## src/hw/ssc_pkg.sv

```systemverilog
package ssc_pkg;

   // Parameter addresses seen by the fieldbus
   localparam logic [15:0] ADDR_MAP_PTR8  = 16'h0154;
   localparam logic [15:0] ADDR_STATUS    = 16'h015C;
   localparam logic [15:0] ADDR_LAST_ALRT = 16'h015E;
   localparam logic [15:0] ADDR_MODE_CTL  = 16'h0202;
   localparam logic [15:0] ADDR_LIMIT_EN  = 16'h0204;

   // Reset (factory) values and legal ranges
   localparam logic [31:0] MAP_PTR8_RST   = 32'h0000_0000;
   localparam logic [15:0] STATUS_RST     = 16'h0000;
   localparam logic [15:0] LAST_ALRT_RST  = 16'h0000;
   localparam logic [15:0] MODE_CTL_RST   = 16'h0099;
   localparam logic [15:0] MODE_CTL_MIN   = 16'h0020;
   localparam logic [15:0] MODE_CTL_MAX   = 16'h1199;
   localparam logic [15:0] LIMIT_EN_RST   = 16'h0000;
   localparam logic [15:0] LIMIT_EN_MAX   = 16'h0011;

   // Mode control word fields
   localparam int MODE_SEL_LSB  = 0;
   localparam int MODE_SEL_MSB  = 7;
   localparam int MODE_DIR_BIT  = 8;
   localparam int MODE_IORE_BIT = 12;

   // Limitation enable word fields
   localparam int LIM_VEL_BIT = 0;
   localparam int LIM_TRQ_BIT = 4;

   // Status word bit positions
   localparam int ST_READY   = 0;
   localparam int ST_SRV_ON  = 1;
   localparam int ST_ZERO_SPEED_FLAG    = 2;
   localparam int ST_SPD_OK  = 3;
   localparam int ST_MOVE    = 4;
   localparam int ST_TRQ     = 5;
   localparam int ST_ERR     = 6;
   localparam int ST_BRAKE   = 7;
   localparam int ST_HOMED   = 8;
   localparam int ST_OVLD    = 9;
   localparam int ST_WARN    = 10;
   localparam int ST_RSV_LSB = 11;

   typedef struct packed {
      logic        rd;
      logic        wr;
      logic [15:0] addr;
      logic [31:0] wdata;
   } ssc_req_t;

   typedef struct packed {
      logic servo_ready_flag;
      logic servo_on_flag;
      logic zero_speed_flag;
      logic speed_reached_flag;
      logic move_done_flag;
      logic torque_limit_flag;
      logic error_flag;
      logic holding_brake_flag;
      logic homing_done_flag;
      logic overload_alert_flag;
      logic limit_switch_hit;
      logic undervoltage;
      logic node_guard_alert;
      logic operational_stop;
   } ssc_func_t;

endpackage : ssc_pkg

```

## src/hw/ssc_param_bank.sv

```systemverilog
`timescale 1ns/10ps
module ssc_param_bank (
   input  wire logic              mclk_i,
   input  wire logic              arst_n_i,
   input  wire ssc_pkg::ssc_req_t req_i,
   input  wire ssc_pkg::ssc_func_t func_i,
   input  wire logic              alert_valid_i,
   input  wire logic [15:0]       alert_num_i,
   input  wire logic              fault_reset_i,
   input  wire logic              power_up_i,
   input  wire logic              op_torque_mode_i,
   input  wire logic              op_velocity_mode_i,
   output logic                   ack_o,
   output logic                   err_o,
   output logic [31:0]            rdata_o,
   output logic [15:0]            status_o,
   output logic [31:0]            map_ptr8_o,
   output logic [15:0]            active_mode_o,
   output logic                   io_defaults_load_o,
   output logic                   vel_limit_on_o,
   output logic                   trq_limit_on_o
);
   import ssc_pkg::*;

   logic [31:0] map_ptr8_reg;
   logic [15:0] status_reg;
   logic [15:0] last_alert_reg;
   logic [15:0] mode_ctl_reg;
   logic [15:0] active_mode_reg;
   logic [15:0] limit_en_reg;
   logic        ack_reg;
   logic        err_reg;
   logic [31:0] rdata_reg;
   logic        io_load_reg;
   logic        vel_on_reg;
   logic        trq_on_reg;

   function automatic logic [15:0] in_range(input logic [15:0] v,
                                            input logic [15:0] lo,
                                            input logic [15:0] hi);
      in_range = {15'h0000, (v >= lo) && (v <= hi)};
   endfunction : in_range

   // Status word built from the unforced internal function states
   wire logic        warn_any    = func_i.limit_switch_hit | func_i.undervoltage |
                                   func_i.node_guard_alert | func_i.operational_stop;
   wire logic [15:0] status_next = {5'h00,
                                    warn_any,
                                    func_i.overload_alert_flag,
                                    func_i.homing_done_flag,
                                    func_i.holding_brake_flag,
                                    func_i.error_flag,
                                    func_i.torque_limit_flag,
                                    func_i.move_done_flag,
                                    func_i.speed_reached_flag,
                                    func_i.zero_speed_flag,
                                    func_i.servo_on_flag,
                                    func_i.servo_ready_flag};

   // Address decode
   wire logic hit_map   = (req_i.addr == ADDR_MAP_PTR8);
   wire logic hit_stat  = (req_i.addr == ADDR_STATUS);
   wire logic hit_alrt  = (req_i.addr == ADDR_LAST_ALRT);
   wire logic hit_mode  = (req_i.addr == ADDR_MODE_CTL);
   wire logic hit_lim   = (req_i.addr == ADDR_LIMIT_EN);
   wire logic hit_any   = hit_map | hit_stat | hit_alrt | hit_mode | hit_lim;
   wire logic mode_ok   = in_range(req_i.wdata[15:0], MODE_CTL_MIN, MODE_CTL_MAX) != 16'h0000;
   wire logic lim_ok    = in_range(req_i.wdata[15:0], 16'h0000, LIMIT_EN_MAX) != 16'h0000;
   wire logic hi_zero   = (req_i.wdata[31:16] == 16'h0000);
   wire logic wr_map    = req_i.wr & hit_map;
   wire logic wr_mode   = req_i.wr & hit_mode & mode_ok & hi_zero;
   wire logic wr_lim    = req_i.wr & hit_lim & lim_ok & hi_zero;
   wire logic wr_bad    = req_i.wr & ~(wr_map | wr_mode | wr_lim);
   wire logic rd_bad    = req_i.rd & ~hit_any;
   wire logic any_req   = req_i.rd | req_i.wr;

   wire logic [31:0] rd_mux = hit_map  ? map_ptr8_reg :
                              hit_stat ? {16'h0000, status_reg} :
                              hit_alrt ? {16'h0000, last_alert_reg} :
                              hit_mode ? {16'h0000, mode_ctl_reg} :
                              hit_lim  ? {16'h0000, limit_en_reg} : 32'h0000_0000;

   // Power-on takes over the stored mode word
   wire logic mode_change = power_up_i &
                            (mode_ctl_reg[MODE_SEL_MSB:MODE_SEL_LSB] !=
                             active_mode_reg[MODE_SEL_MSB:MODE_SEL_LSB]);
   wire logic io_load_next = mode_change & mode_ctl_reg[MODE_IORE_BIT];

   wire logic [15:0] alert_next = alert_valid_i ? alert_num_i :
                                  fault_reset_i ? LAST_ALRT_RST : last_alert_reg;

   always_ff @(posedge mclk_i or negedge arst_n_i) begin
      if (!arst_n_i) begin
         status_reg <= STATUS_RST;
      end else begin
         status_reg <= status_next;
      end
   end

   always_ff @(posedge mclk_i or negedge arst_n_i) begin
      if (!arst_n_i) begin
         map_ptr8_reg <= MAP_PTR8_RST;
         mode_ctl_reg <= MODE_CTL_RST;
         limit_en_reg <= LIMIT_EN_RST;
      end else begin
         if (wr_map) begin
            map_ptr8_reg <= req_i.wdata;
         end
         if (wr_mode) begin
            mode_ctl_reg <= req_i.wdata[15:0];
         end
         if (wr_lim) begin
            limit_en_reg <= req_i.wdata[15:0];
         end
      end
   end

   always_ff @(posedge mclk_i or negedge arst_n_i) begin
      if (!arst_n_i) begin
         active_mode_reg <= MODE_CTL_RST;
         io_load_reg     <= 1'b0;
      end else begin
         if (power_up_i) begin
            active_mode_reg <= mode_ctl_reg;
         end
         io_load_reg <= io_load_next;
      end
   end

   always_ff @(posedge mclk_i or negedge arst_n_i) begin
      if (!arst_n_i) begin
         last_alert_reg <= LAST_ALRT_RST;
      end else begin
         last_alert_reg <= alert_next;
      end
   end

   always_ff @(posedge mclk_i or negedge arst_n_i) begin
      if (!arst_n_i) begin
         ack_reg   <= 1'b0;
         err_reg   <= 1'b0;
         rdata_reg <= 32'h0000_0000;
      end else begin
         ack_reg   <= any_req;
         err_reg   <= wr_bad | rd_bad;
         rdata_reg <= req_i.rd ? rd_mux : 32'h0000_0000;
      end
   end

   always_ff @(posedge mclk_i or negedge arst_n_i) begin
      if (!arst_n_i) begin
         vel_on_reg <= 1'b0;
         trq_on_reg <= 1'b0;
      end else begin
         vel_on_reg <= limit_en_reg[LIM_VEL_BIT] & op_torque_mode_i;
         trq_on_reg <= limit_en_reg[LIM_TRQ_BIT] & op_velocity_mode_i;
      end
   end

   assign ack_o              = ack_reg;
   assign err_o              = err_reg;
   assign rdata_o            = rdata_reg;
   assign status_o           = status_reg;
   assign map_ptr8_o         = map_ptr8_reg;
   assign active_mode_o      = active_mode_reg;
   assign io_defaults_load_o = io_load_reg;
   assign vel_limit_on_o     = vel_on_reg;
   assign trq_limit_on_o     = trq_on_reg;
endmodule : ssc_param_bank

```

## config.mk

```make
export PLATFORM = sky130hd
export DESIGN_NAME = ssc_param_bank
export DESIGN_NICKNAME = d
export VERILOG_FILES = /design/src/hw/ssc_pkg.sv /design/src/hw/ssc_param_bank.sv
export SDC_FILE = /design/constraint.sdc
export NUM_CORES = 1
export LEC_CHECK = 0
export BUFFER_PORTS_ARGS = -buffer_cell sky130_fd_sc_hd__buf_2
export CAP_MARGIN = 25
export CELL_PAD_IN_SITES_DETAIL_PLACEMENT = 1
export CELL_PAD_IN_SITES_GLOBAL_PLACEMENT = 2
export CORE_ASPECT_RATIO = 1.5
export CORE_MARGIN = 2
export CORE_UTILIZATION = 29
export DETAILED_ROUTE_END_ITERATION = 12
export GPL_ROUTABILITY_DRIVEN = 1
export PLACE_DENSITY = 0.84
export SETUP_SLACK_MARGIN = 0.2
export SKIP_LAST_GASP = 1
export SYNTH_ARGS = -nofsm -noshare
export SYNTH_HDL_FRONTEND = slang
export SYNTH_SLANG_ARGS = --single-unit
```

## constraint.sdc

```tcl
create_clock -name mclk_i -period 1.3 [get_ports mclk_i]
set_clock_uncertainty 0.15 [all_clocks]
set_input_delay 0.13 -clock mclk_i [delete_from_list [all_inputs] [get_ports mclk_i]]
set_output_delay 0.13 -clock mclk_i [all_outputs]
set_load 0.05 [all_outputs]
```

==> impl_metrics.env, run 1 <==
export IMPL_met2_routed_wl_microns=13700
export IMPL_grt_max_degree=43
export IMPL_wl_met1_microns=8650
export IMPL_fp_coreArea_sq_mm=0.0203
export IMPL_route_final_wire_length_microns=24500
export IMPL_violations="negative hold slack, negative setup slack"
export IMPL_synthArstFlopShare_pct=100
export IMPL_number_of_global_route_vias_before_repair=6297
export IMPL_clock_root_buffer="clkbuf_16"
export IMPL_drv_cap=0
export IMPL_detailedPlacementHpwl_microns=14600
export IMPL_postCtsHoldBufs=65
export IMPL_syn_instance_count=463
export IMPL_layout_cells_most_common="dfrtp_1"
export IMPL_hold_path_class="input pin to register"
export IMPL_clock_sinks=144
export IMPL_global_route_overflow_total=0
export IMPL_min_period_over_period_pct=149
export IMPL_grt_use_total_pct=22.6
export IMPL_gpl_final_weighted_congestion=0.886
export IMPL_grt_pass1_wl_microns=36300
export IMPL_cts_root_to_sink_buffers=2
export IMPL_flop_and_latch_count_out_of_synthesis=144
export IMPL_routedWlPerCell_microns=21.9
export IMPL_avgSynthCellArea_sq_um=12.8
export IMPL_pwr_share_clk_pct=49.4
export IMPL_first_iter_violations=218
export IMPL_clock_fmax_ghz=0.515
export IMPL_drt_antenna_violating_nets=0
export IMPL_timing_final_ws_setup_ns=-0.642
export IMPL_setup_viol=109
export IMPL_start_util_pct=29.3
export IMPL_drc_errors=0
export IMPL_number_of_enable_type_register_cells_in_the_synthesized_netlist=0
export IMPL_worstSetupStartpointType="input pin"
export IMPL_timing_setup_critical_path_class="input pin to register"
export IMPL_via_per_inst=4.86
export IMPL_synth_distinct_cells=46
export IMPL_postLayoutCellArea_sq_mm=0.0108
export IMPL_grt_setup_unrepaired="yes"
export IMPL_floorplan_io_pins=188
export IMPL_utilization_after_layout_pct=53.3
export IMPL_fin_nets=931
export IMPL_worstSetupEndpointType="register"
export IMPL_pwr_share_seq_pct=41.7
export IMPL_drt_pass1_iterations=4
export IMPL_finalMaxSlewViolations=0
export IMPL_arrival_ns=2.10
export IMPL_register_area_share_after_synthesis_pct=61.0
export IMPL_worstPathRequired_ns=1.46
export IMPL_final_hold_worst_slack_ns=-0.242
export IMPL_power_share_combinational_pct=8.9
export IMPL_highest_layer="met4"
export IMPL_switching_share_pct=23.1
export IMPL_placement_io_buffers=182
export IMPL_antenna_found_initial=0
export IMPL_clkTransAtPathRegs_ns=0.07
export IMPL_internal_power_w=0.00847
export IMPL_cts_max_level=4
export IMPL_finalCriticalPeriod_ns=1.94
export IMPL_synth_main_ff_cell="dfrtp_1"
export IMPL_powerDensity_mw_per_mm2=1020
export IMPL_timing_final_hold_violations=1
export IMPL_antenna_cells_inserted=0
export IMPL_fp_dieW_microns=121
export IMPL_crit_path_max_fanout=6
export IMPL_synthesis_area_sq_mm=0.00593
export IMPL_run_status="complete, but fails checks"
export IMPL_power_switching_w=0.00255
export IMPL_yosys_warnings=0
export IMPL_length_of_routed_met3_wiring_microns=1180
export IMPL_post_place_ws_ns=-1.07
export IMPL_power_static_leakage_nw=5.35
export IMPL_max_slew_worst_pin_slew_ns=0.630
export IMPL_fp_dieArea_sq_mm=0.0216
export IMPL_detailroute_via_count=5446
export IMPL_synthToLayoutAreaGrowth_pct=82.3
export IMPL_top_library_cells_by_usage_in_the_layout_fill_and_taps_aside="dfrtp_1, buf_6, buf_4"
export IMPL_cts_buffers=17
export IMPL_final_setup_tns_ns=-50.18
export IMPL_dieHeight_microns=179
export IMPL_placementRows=64
export IMPL_clk_latency_ns=0.42
export IMPL_detailed_place_area_sq_mm=0.00766
export IMPL_tritoncts="done"
export IMPL_timing_max_slew_rel_slack_pct=58.0
export IMPL_irDropWorstVdd_v=0.000611
export IMPL_drive_above_1_share_pct=58.1
[path summary, 6_finish.rpt]
| kind | startpoint | to | slack [ns] | depth (start not counted) |
|---|---|---|---|---|
| worst min-delay path | func_i[3] | status_o[10] | -0.24 | 2 |
| worst max register to register | mode_ctl_reg[2] | rdata_o[2] | -0.19 | 4 |
| max in group asynchronous | arst_n_i | map_ptr8_o[13] | 0.36 | 3 |
| min in group asynchronous | arst_n_i | map_ptr8_o[16] | 0.07 | 2 |
| worst max-delay path | req_i[39] | map_ptr8_o[3] | -0.64 | 10 |
| worst min register to register | limit_en_reg[1] | limit_en_reg[1] | 0.36 | 1 |
[synthesized netlist by cell type, types with 2 or more instances]
cell | count | share of area, %
inv_1 | 4 | 0.25
xor2_1 | 8 | 1.2
nor4b_2 | 2 | 0.51
a22oi_1 | 20 | 2.5
dfrtp_1 | 136 | 57
nand2_1 | 21 | 1.3
o211ai_1 | 2 | 0.25
or4_4 | 3 | 0.57
nor4_1 | 10 | 1.1
and2_1 | 10 | 1.1
a21oi_1 | 4 | 0.34
clkbuf_1 | 19 | 1.2
nor2b_1 | 15 | 1.6
mux2_2 | 61 | 12
a221oi_1 | 11 | 1.6
or4_1 | 2 | 0.25
buf_2 | 3 | 0.25
and3_1 | 16 | 1.7
mux2_4 | 6 | 1.5
nand2b_1 | 24 | 2.5
nand4_1 | 2 | 0.21
o21ai_0 | 29 | 2.4
buf_4 | 5 | 0.63
nor2_1 | 21 | 1.3
dfstp_2 | 8 | 3.5
[routing by layer]
layer,vias up,track usage [%]
met4,0,9.69
met2,220,43.8
li1,2410,-
met5,-,0
met3,68,5.31
met1,2748,22.8
[layout make-up]
type | instances | area (sq um)
Sequential cell | 144 | 3630
Timing Repair Buffer | 387 | 3680
Clock buffer | 19 | 443
Multi-Input combinational cell | 290 | 2500
Clock inverter | 13 | 209
Fill cell | 2037 | 9450
Tap cell | 264 | 330
Inverter | 4 | 15.0
[power groups by stage]
| stage | clock network, W | registers [W] | logic [W] |
|---|---|---|---|
| finish | 0.00544 | 0.00459 | 0.000986 |
| global route | 0.00573 | 0.00459 | 0.00105 |
| CTS | 0.00551 | 0.00459 | 0.000956 |
| detailed placement | 0 | 0.00466 | 0.000729 |
| global placement | 0 | 0.00466 | 0.000714 |
| floorplan | 0 | 0.00473 | 0.000202 |
[worst max-delay path: stages]
cell and delay (ns):
buf_2 0.10, or4_4 0.52, buf_6 0.13, buf_6 0.12, nor3_4 0.24, nand3_4 0.15
buf_6 0.15, buf_12 0.13, buf_8 0.14, mux2_2 0.28
[cell families after synthesis]
| logic type | Yosys count | synth area share (%) |
|---|---|---|
| AOI/OAI and AO/OA | 71 | 7.91 |
| and+or+nand+nor | 139 | 14.2 |
| xor gates and xnor gates | 8 | 1.18 |
| buffers and inverters | 33 | 2.60 |
| other | 1 | 0.0633 |
| muxes | 67 | 13.1 |
| DFF | 144 | 61.0 |
[what timing repair did]
| action | 4_1_cts | 5_1_grt |
|---|---|---|
| buffers inserted | 54 | 12 |
| pin swaps | 27 | 17 |
| gates cloned | 7 | 1 |
| gates resized for setup | 300 | 28 |
| setup endpoints to repair | 195 | 196 |
| endpoints found under the hold margin | 223 | 2 |
[stage by stage]
stage / cells / power, W
finish: 1121 / 0.0110
global route: 1121 / 0.0114
CTS: 1108 / 0.0111
detailed placement: 950 / 0.00539
global placement: 950 / 0.00537
floorplan: 467 / 0.00493
Power figures use the tool's default switching activity.
==> inputs of run 2 (changes only) <==
--- a/config.mk
+++ b/config.mk
@@ -11,10 +11,11 @@
 export CELL_PAD_IN_SITES_GLOBAL_PLACEMENT = 2
 export CORE_ASPECT_RATIO = 1.5
 export CORE_MARGIN = 2
-export CORE_UTILIZATION = 29
+export CORE_UTILIZATION = 34
+export CTS_BUF_LIST = sky130_fd_sc_hd__clkbuf_8
 export DETAILED_ROUTE_END_ITERATION = 12
 export GPL_ROUTABILITY_DRIVEN = 1
-export PLACE_DENSITY = 0.84
+export PLACE_DENSITY = 0.91
 export SETUP_SLACK_MARGIN = 0.2
 export SKIP_LAST_GASP = 1
 export SYNTH_ARGS = -nofsm -noshare
==> constraint.sdc (replaced) <==
create_clock -name mclk_i -period 1.8 [get_ports mclk_i]
set_clock_uncertainty 0.15 [all_clocks]
set_input_delay 0.18 -clock mclk_i [delete_from_list [all_inputs] [get_ports mclk_i]]
set_output_delay 0.18 -clock mclk_i [all_outputs]
set_load 0.05 [all_outputs]
==> run 2 against run 1 <==
The run ends with negative setup slack left. Register-to-register slack gained 0.43 ns. Sequential share of layout area rose by 6.5 points. Global-route usage grew 0.21 points. Critical path depth shrank 4. Power down 41%. Clock power down 53%. Die area is 14% lower. Critical path type unchanged. Critical endpoint is now mode_ctl_reg[9]. Largest cell class is now registers. Largest power group is now registers.
==> impl_metrics.env, run 2 (same netlist as run 1, synthesis figures left out) <==
export IMPL_timing_setup_critical_path_class="input pin to register"
export IMPL_run_status="complete, but fails checks"
export IMPL_first_iter_violations=265
export IMPL_clkTransAtPathRegs_ns=0.09
export IMPL_detailed_place_area_sq_mm=0.00745
export IMPL_via_per_inst=5.12
export IMPL_power_static_leakage_nw=4.66
export IMPL_p_total_w=0.00654
export IMPL_r2r_cells=4
export IMPL_violations="negative setup slack"
export IMPL_cts_max_level=4
export IMPL_pwr_share_clk_pct=39.2
export IMPL_clk_latency_ns=0.44
export IMPL_fp_dieW_microns=112
export IMPL_most_numerous_cell_on_the_critical_path="or4_4"
export IMPL_placement_io_buffers=182
export IMPL_power_switching_w=0.00169
export IMPL_worstPathCellList="buf_6, or4_4, or4_4, nor3_4, o21ai_4, mux2_4"
export IMPL_setup_worst_path_end="mode_ctl_reg[9]"
export IMPL_route_final_wire_length_microns=22100
export IMPL_internal_power_w=0.00484
export IMPL_timing_final_hold_violations=0
export IMPL_drt_antenna_violating_nets=0
export IMPL_clock_root_buffer="clkbuf_8"
export IMPL_cts_buffers=17
export IMPL_fp_dieArea_sq_mm=0.0185
export IMPL_synthToLayoutAreaGrowth_pct=51.9
export IMPL_floorplan_io_pins=188
export IMPL_switching_share_pct=25.9
export IMPL_irDropWorstVdd_v=0.000380
export IMPL_routedWlPerCell_microns=21.9
export IMPL_max_slew_worst_pin_slew_ns=0.649
export IMPL_drc_errors=0
export IMPL_grt_setup_unrepaired="yes"
export IMPL_layout_cells_most_common="buf_2"
export IMPL_cts_root_to_sink_buffers=2
export IMPL_hold_path_class="input pin to register"
export IMPL_start_util_pct=34.5
export IMPL_worst_path_max_delay_cell="or4_4"
export IMPL_antenna_cells_inserted=0
export IMPL_drt_pass1_iterations=4
export IMPL_powerDensity_mw_per_mm2=726
export IMPL_grt_max_degree=44
export IMPL_worstPathRequired_ns=1.97
export IMPL_crit_path_max_fanout=8
export IMPL_postLayoutCellArea_sq_mm=0.00901
export IMPL_pwr_share_seq_pct=50.5
export IMPL_global_route_overflow_total=0
export IMPL_reg2reg_from="mode_ctl_reg[8]"
export IMPL_clock_sinks=144
export IMPL_antenna_found_initial=0
export IMPL_dieHeight_microns=166
export IMPL_finalCriticalPeriod_ns=1.99
export IMPL_placementRows=59
export IMPL_timing_critical_path_from="req_i[44]"
export IMPL_drv_cap=0
export IMPL_worstSetupEndpointType="register"
export IMPL_arrival_ns=2.16
export IMPL_number_of_global_route_vias_before_repair=5911
export IMPL_fin_nets=870
export IMPL_clock_fmax_ghz=0.501
export IMPL_num_fill_cells=1850
export IMPL_min_period_over_period_pct=111
export IMPL_gpl_final_weighted_congestion=0.842
export IMPL_grt_use_total_pct=22.8
export IMPL_end_of_the_worst_register_to_register_path="rdata_o[8]"
export IMPL_tritoncts="done"
export IMPL_timing_reg2reg_setup_slack_ns=0.24
export IMPL_finalMaxSlewViolations=0
export IMPL_top_library_cells_by_usage_in_the_layout_fill_and_taps_aside="buf_2, dfrtp_1, dlygate4sd3_1"
export IMPL_grt_pass1_wl_microns=32500
export IMPL_area_sequential_sq_mm=0.00361
export IMPL_detailroute_via_count=5159
export IMPL_detailedPlacementHpwl_microns=14000
export IMPL_multi_input_comb_area_sq_mm=0.00230
export IMPL_worstSetupStartpointType="input pin"
export IMPL_setup_viol=52
export IMPL_power_share_combinational_pct=10.3
export IMPL_max_stage_delay_ns=0.60
export IMPL_timing_max_slew_rel_slack_pct=56.7
export IMPL_drive_above_1_share_pct=48.1
export IMPL_fp_coreArea_sq_mm=0.0172
export IMPL_timing_final_ws_setup_ns=-0.194
## run 2: changes by cell type in the layout (fill, tap and decap cells not counted), moves of 9 or more
cell,previous run,this run
clkbuf_8,1,18
a221oi_1,0,11
buf_6,116,15
nor2_1,10,20
dlygate4sd3_1,65,76
dfrtp_2,13,0
dfrtp_1,123,136
buf_4,91,46
buf_2,83,174
clkbuf_16,18,4
buf_8,13,4
## run 2: how the worst min path moves through the flow
stage                                   end  cells after the start  slack (ns)           from
after global placement          rdata_o[16]                      1       -0.03       arst_n_i
final                     last_alert_reg[1]                      2        0.02  fault_reset_i
after global routing      last_alert_reg[1]                      2      0.0004  fault_reset_i
after floorplan                       ack_o                      0       -0.27       arst_n_i
after CTS                 last_alert_reg[1]                      2       0.002  fault_reset_i
after detailed placement        rdata_o[16]                      1       -0.02       arst_n_i
## run 2: worst max-delay path: cells and delay by family
kind | cells | cell delay, ns
buf+inv | 1 | 0.09
compound gates | 1 | 0.19
mux | 1 | 0.33
simple gates | 3 | 1.37
## run 2: layout make-up
class,count,area share (%)
Clock buffer,18,2.75
Tap cell,213,2.96
Timing Repair Buffer,325,26.9
Clock inverter,13,1.56
Inverter,4,0.167
Multi-Input combinational cell,291,25.6
Sequential cell,144,40.1
## run 2: metrics by stage
step	setup TNS, ns	hold slack (ns)	instances	worst slack, ns	utilization [%]
6_report	-3.67	0.0214	1008	-0.194	52.4
5_1_grt	-5.16	0.000361	1008	-0.230	52.4
4_1_cts	-2.59	0.00199	995	-0.177	50.9
3_5_place_dp	-44.51	-0.0242	885	-0.740	43.3
3_3_place_gp	-41.16	-0.0343	885	-0.690	43.3
2_1_floorplan	-19.20	-0.266	467	-0.529	-
## run 2: routing by layer
metal | share of wire, % | global-route usage [%] | wire length, microns | vias to the layer above
li1 | - | - | - | 2280
met1 | 36 | 24.4 | 7840 | 2621
met5 | 0 | 0 | 0 | -
met2 | 56 | 42.4 | 12300 | 204
met4 | 3.5 | 10.4 | 765 | 0
met3 | 5.1 | 4.98 | 1120 | 54
## run 2: power by group through the flow
| stage | registers [W] | logic (W) | clock network, W |
|---|---|---|---|
| 6_report | 0.00330 | 0.000675 | 0.00256 |
| 5_1_grt | 0.00331 | 0.000725 | 0.00278 |
| 4_1_cts | 0.00330 | 0.000644 | 0.00261 |
| 3_5_place_dp | 0.00336 | 0.000504 | 0 |
| 3_3_place_gp | 0.00336 | 0.000485 | 0 |
| 2_1_floorplan | 0.00341 | 0.000145 | 0 |
## run 2: what timing repair did
action,CTS,global route
endpoints found under the setup margin,84,96
gates cloned,2,5
resized for setup,27,29
hold buffers,74,3
endpoints found under the hold margin,214,1
setup buffers,3,5
pin swaps,4,8
==> inputs of run 3 (changes only) <==
--- a/config.mk
+++ b/config.mk
@@ -5,7 +5,7 @@
 export SDC_FILE = /design/constraint.sdc
 export NUM_CORES = 1
 export LEC_CHECK = 0
-export BUFFER_PORTS_ARGS = -buffer_cell sky130_fd_sc_hd__buf_2
+export BUFFER_PORTS_ARGS = -buffer_cell sky130_fd_sc_hd__clkbuf_2
 export CAP_MARGIN = 25
 export CELL_PAD_IN_SITES_DETAIL_PLACEMENT = 1
 export CELL_PAD_IN_SITES_GLOBAL_PLACEMENT = 2
==> run 3 against run 2 <==
The flow still finishes with violations (negative setup slack). Via count fell by 0.83%. Sequential share of layout area grew 0.23 points. Critical path depth is 1 higher. Sequential power about the same. Clock-buffer cell count is the same. Global-route usage shrank 1.0 points. Critical path type unchanged.
==> impl_metrics.env, run 3 (same netlist as run 1, synthesis figures left out) <==
export IMPL_floorplan_io_pins=188
export IMPL_crit_path_max_fanout=7
export IMPL_fp_dieArea_sq_mm=0.0185
export IMPL_top_library_cells_by_usage_in_the_layout_fill_and_taps_aside="clkbuf_2, dfrtp_1, dlygate4sd3_1"
export IMPL_timing_reg2reg_setup_slack_ns=0.40
export IMPL_timing_max_slew_rel_slack_pct=34.5
export IMPL_clock_fmax_ghz=0.486
export IMPL_global_route_overflow_total=0
export IMPL_postLayoutCellArea_sq_mm=0.00895
export IMPL_grt_setup_unrepaired="yes"
export IMPL_detailedPlacementHpwl_microns=13800
export IMPL_fp_dieW_microns=112
export IMPL_drive_above_1_share_pct=49.4
export IMPL_violations="negative setup slack"
export IMPL_min_period_over_period_pct=114
export IMPL_route_final_wire_length_microns=21100
export IMPL_grt_max_degree=52
export IMPL_cts_root_to_sink_buffers=2
export IMPL_dieHeight_microns=166
export IMPL_timing_setup_critical_path_class="input pin to register"
export IMPL_power_static_leakage_nw=4.63
export IMPL_number_of_global_route_vias_before_repair=5723
export IMPL_clock_sinks=144
export IMPL_max_slew_worst_pin_slew_ns=0.973
export IMPL_detailed_place_area_sq_mm=0.00747
export IMPL_fp_coreArea_sq_mm=0.0172
export IMPL_drt_pass1_iterations=5
export IMPL_worstSetupStartpointType="input pin"
export IMPL_finalMaxSlewViolations=0
export IMPL_num_fill_cells=1827
export IMPL_routedWlPerCell_microns=21.1
export IMPL_grt_pass1_wl_microns=31200
export IMPL_fin_nets=859
export IMPL_drt_antenna_violating_nets=0
export IMPL_clkTransAtPathRegs_ns=0.09
export IMPL_finalCriticalPeriod_ns=2.06
export IMPL_antenna_found_initial=0
export IMPL_drc_errors=0
export IMPL_final_hold_worst_slack_ns=0.0132
export IMPL_tritoncts="done"
export IMPL_clk_latency_ns=0.46
export IMPL_via_per_inst=5.13
export IMPL_drv_cap=0
export IMPL_cts_max_level=4
export IMPL_first_iter_violations=256
export IMPL_antenna_cells_inserted=0
export IMPL_grt_use_total_pct=21.8
export IMPL_layout_cells_most_common="clkbuf_2"
export IMPL_clock_root_buffer="clkbuf_8"
export IMPL_gpl_final_weighted_congestion=0.843
export IMPL_reg2reg_from="mode_ctl_reg[10]"
export IMPL_run_status="complete, but fails checks"
export IMPL_timing_critical_path_from="req_i[44]"
export IMPL_timing_final_ws_setup_ns=-0.256
export IMPL_worst_hold_startpoint="fault_reset_i"
export IMPL_irDropWorstVdd_v=0.000548
export IMPL_worstPathRequired_ns=1.99
export IMPL_placementRows=59
export IMPL_powerDensity_mw_per_mm2=749
export IMPL_arrival_ns=2.25
export IMPL_hold_path_class="input pin to register"
export IMPL_setup_viol=33
export IMPL_timing_final_hold_violations=0
export IMPL_post_place_ws_ns=-0.762
export IMPL_placement_io_buffers=182
export IMPL_cts_buffers=17
export IMPL_start_util_pct=34.5
export IMPL_synthToLayoutAreaGrowth_pct=51.1
export IMPL_detailroute_via_count=5116
export IMPL_worstSetupEndpointType="register"
## run 3: cell types whose count changed in the layout (fill, tap and decap cells not counted), moves of 3 or more
cell,previous run,this run
dlygate4sd3_1,76,65
mux2_2,60,57
buf_2,174,0
nor2b_2,0,5
clkinvlp_4,6,0
nor2b_1,15,10
buf_6,15,12
clkinv_4,1,5
clkbuf_2,1,177
mux2_4,7,10
o21ai_0,18,22
o21ai_1,10,6
## run 3: stage by stage
step / std cells / utilization (%) / power (W) / TNS [ns]
after floorplan: 467 / - / 0.00356 / -19.20
after global placement: 887 / 43.4 / 0.00385 / -39.67
after detailed placement: 887 / 43.4 / 0.00386 / -41.45
after CTS: 988 / 50.4 / 0.00674 / -3.12
after global routing: 998 / 52.1 / 0.00695 / -5.55
final: 998 / 52.1 / 0.00671 / -5.47
## run 3: worst paths after layout
kind,endpoint,depth (start not counted)
max,limit_en_reg[1],7
min,last_alert_reg[4],2
max reg2reg,rdata_o[10],4
min reg2reg,active_mode_o[10],1
max in group asynchronous,last_alert_reg[7],3
min in group asynchronous,rdata_o[17],2
## run 3: layout make-up
| class | count | area [sq um] | area share [%] |
|---|---|---|---|
| clock inverters | 14 | 179 | 2.00 |
| repair buffers | 314 | 2290 | 25.6 |
| multi-input cells | 291 | 2340 | 26.1 |
| well taps | 213 | 267 | 2.98 |
| clock buffers | 18 | 248 | 2.77 |
| flip-flops and latches | 144 | 3610 | 40.4 |
| inverters | 4 | 15.0 | 0.168 |
## run 3: power by group
part           switching, W  internal [W]
clock network       0.00134       0.00143
logic              0.000354      0.000285
registers         0.0000248       0.00327
total               0.00172       0.00499
## run 3: worst max-delay path, stage by stage
cell and delay, ns:
clkbuf_2 0.08, or4_4 0.53, or4_4 0.61, buf_12 0.16
nor3_4 0.16, buf_6 0.18, mux2_2 0.34
## run 3: what timing repair did
| action | CTS | global route |
|---|---|---|
| pin swaps | 1 | 2 |
| resized for setup | 19 | 41 |
| endpoints found under the hold margin | 220 | 0 |
| endpoints found under the setup margin | 78 | 89 |
| setup buffers | 2 | 7 |
| cloned | 2 | 3 |
| hold buffers | 65 | 0 |
## run 3: layer usage
layer | global-route usage [%] | up-vias | part of all wire [%]
li1 | - | 2256 | -
met5 | 0 | - | 0
met1 | 23.4 | 2618 | 36
met4 | 9.98 | 0 | 2.9
met3 | 4.79 | 39 | 5.1
met2 | 40.4 | 203 | 56
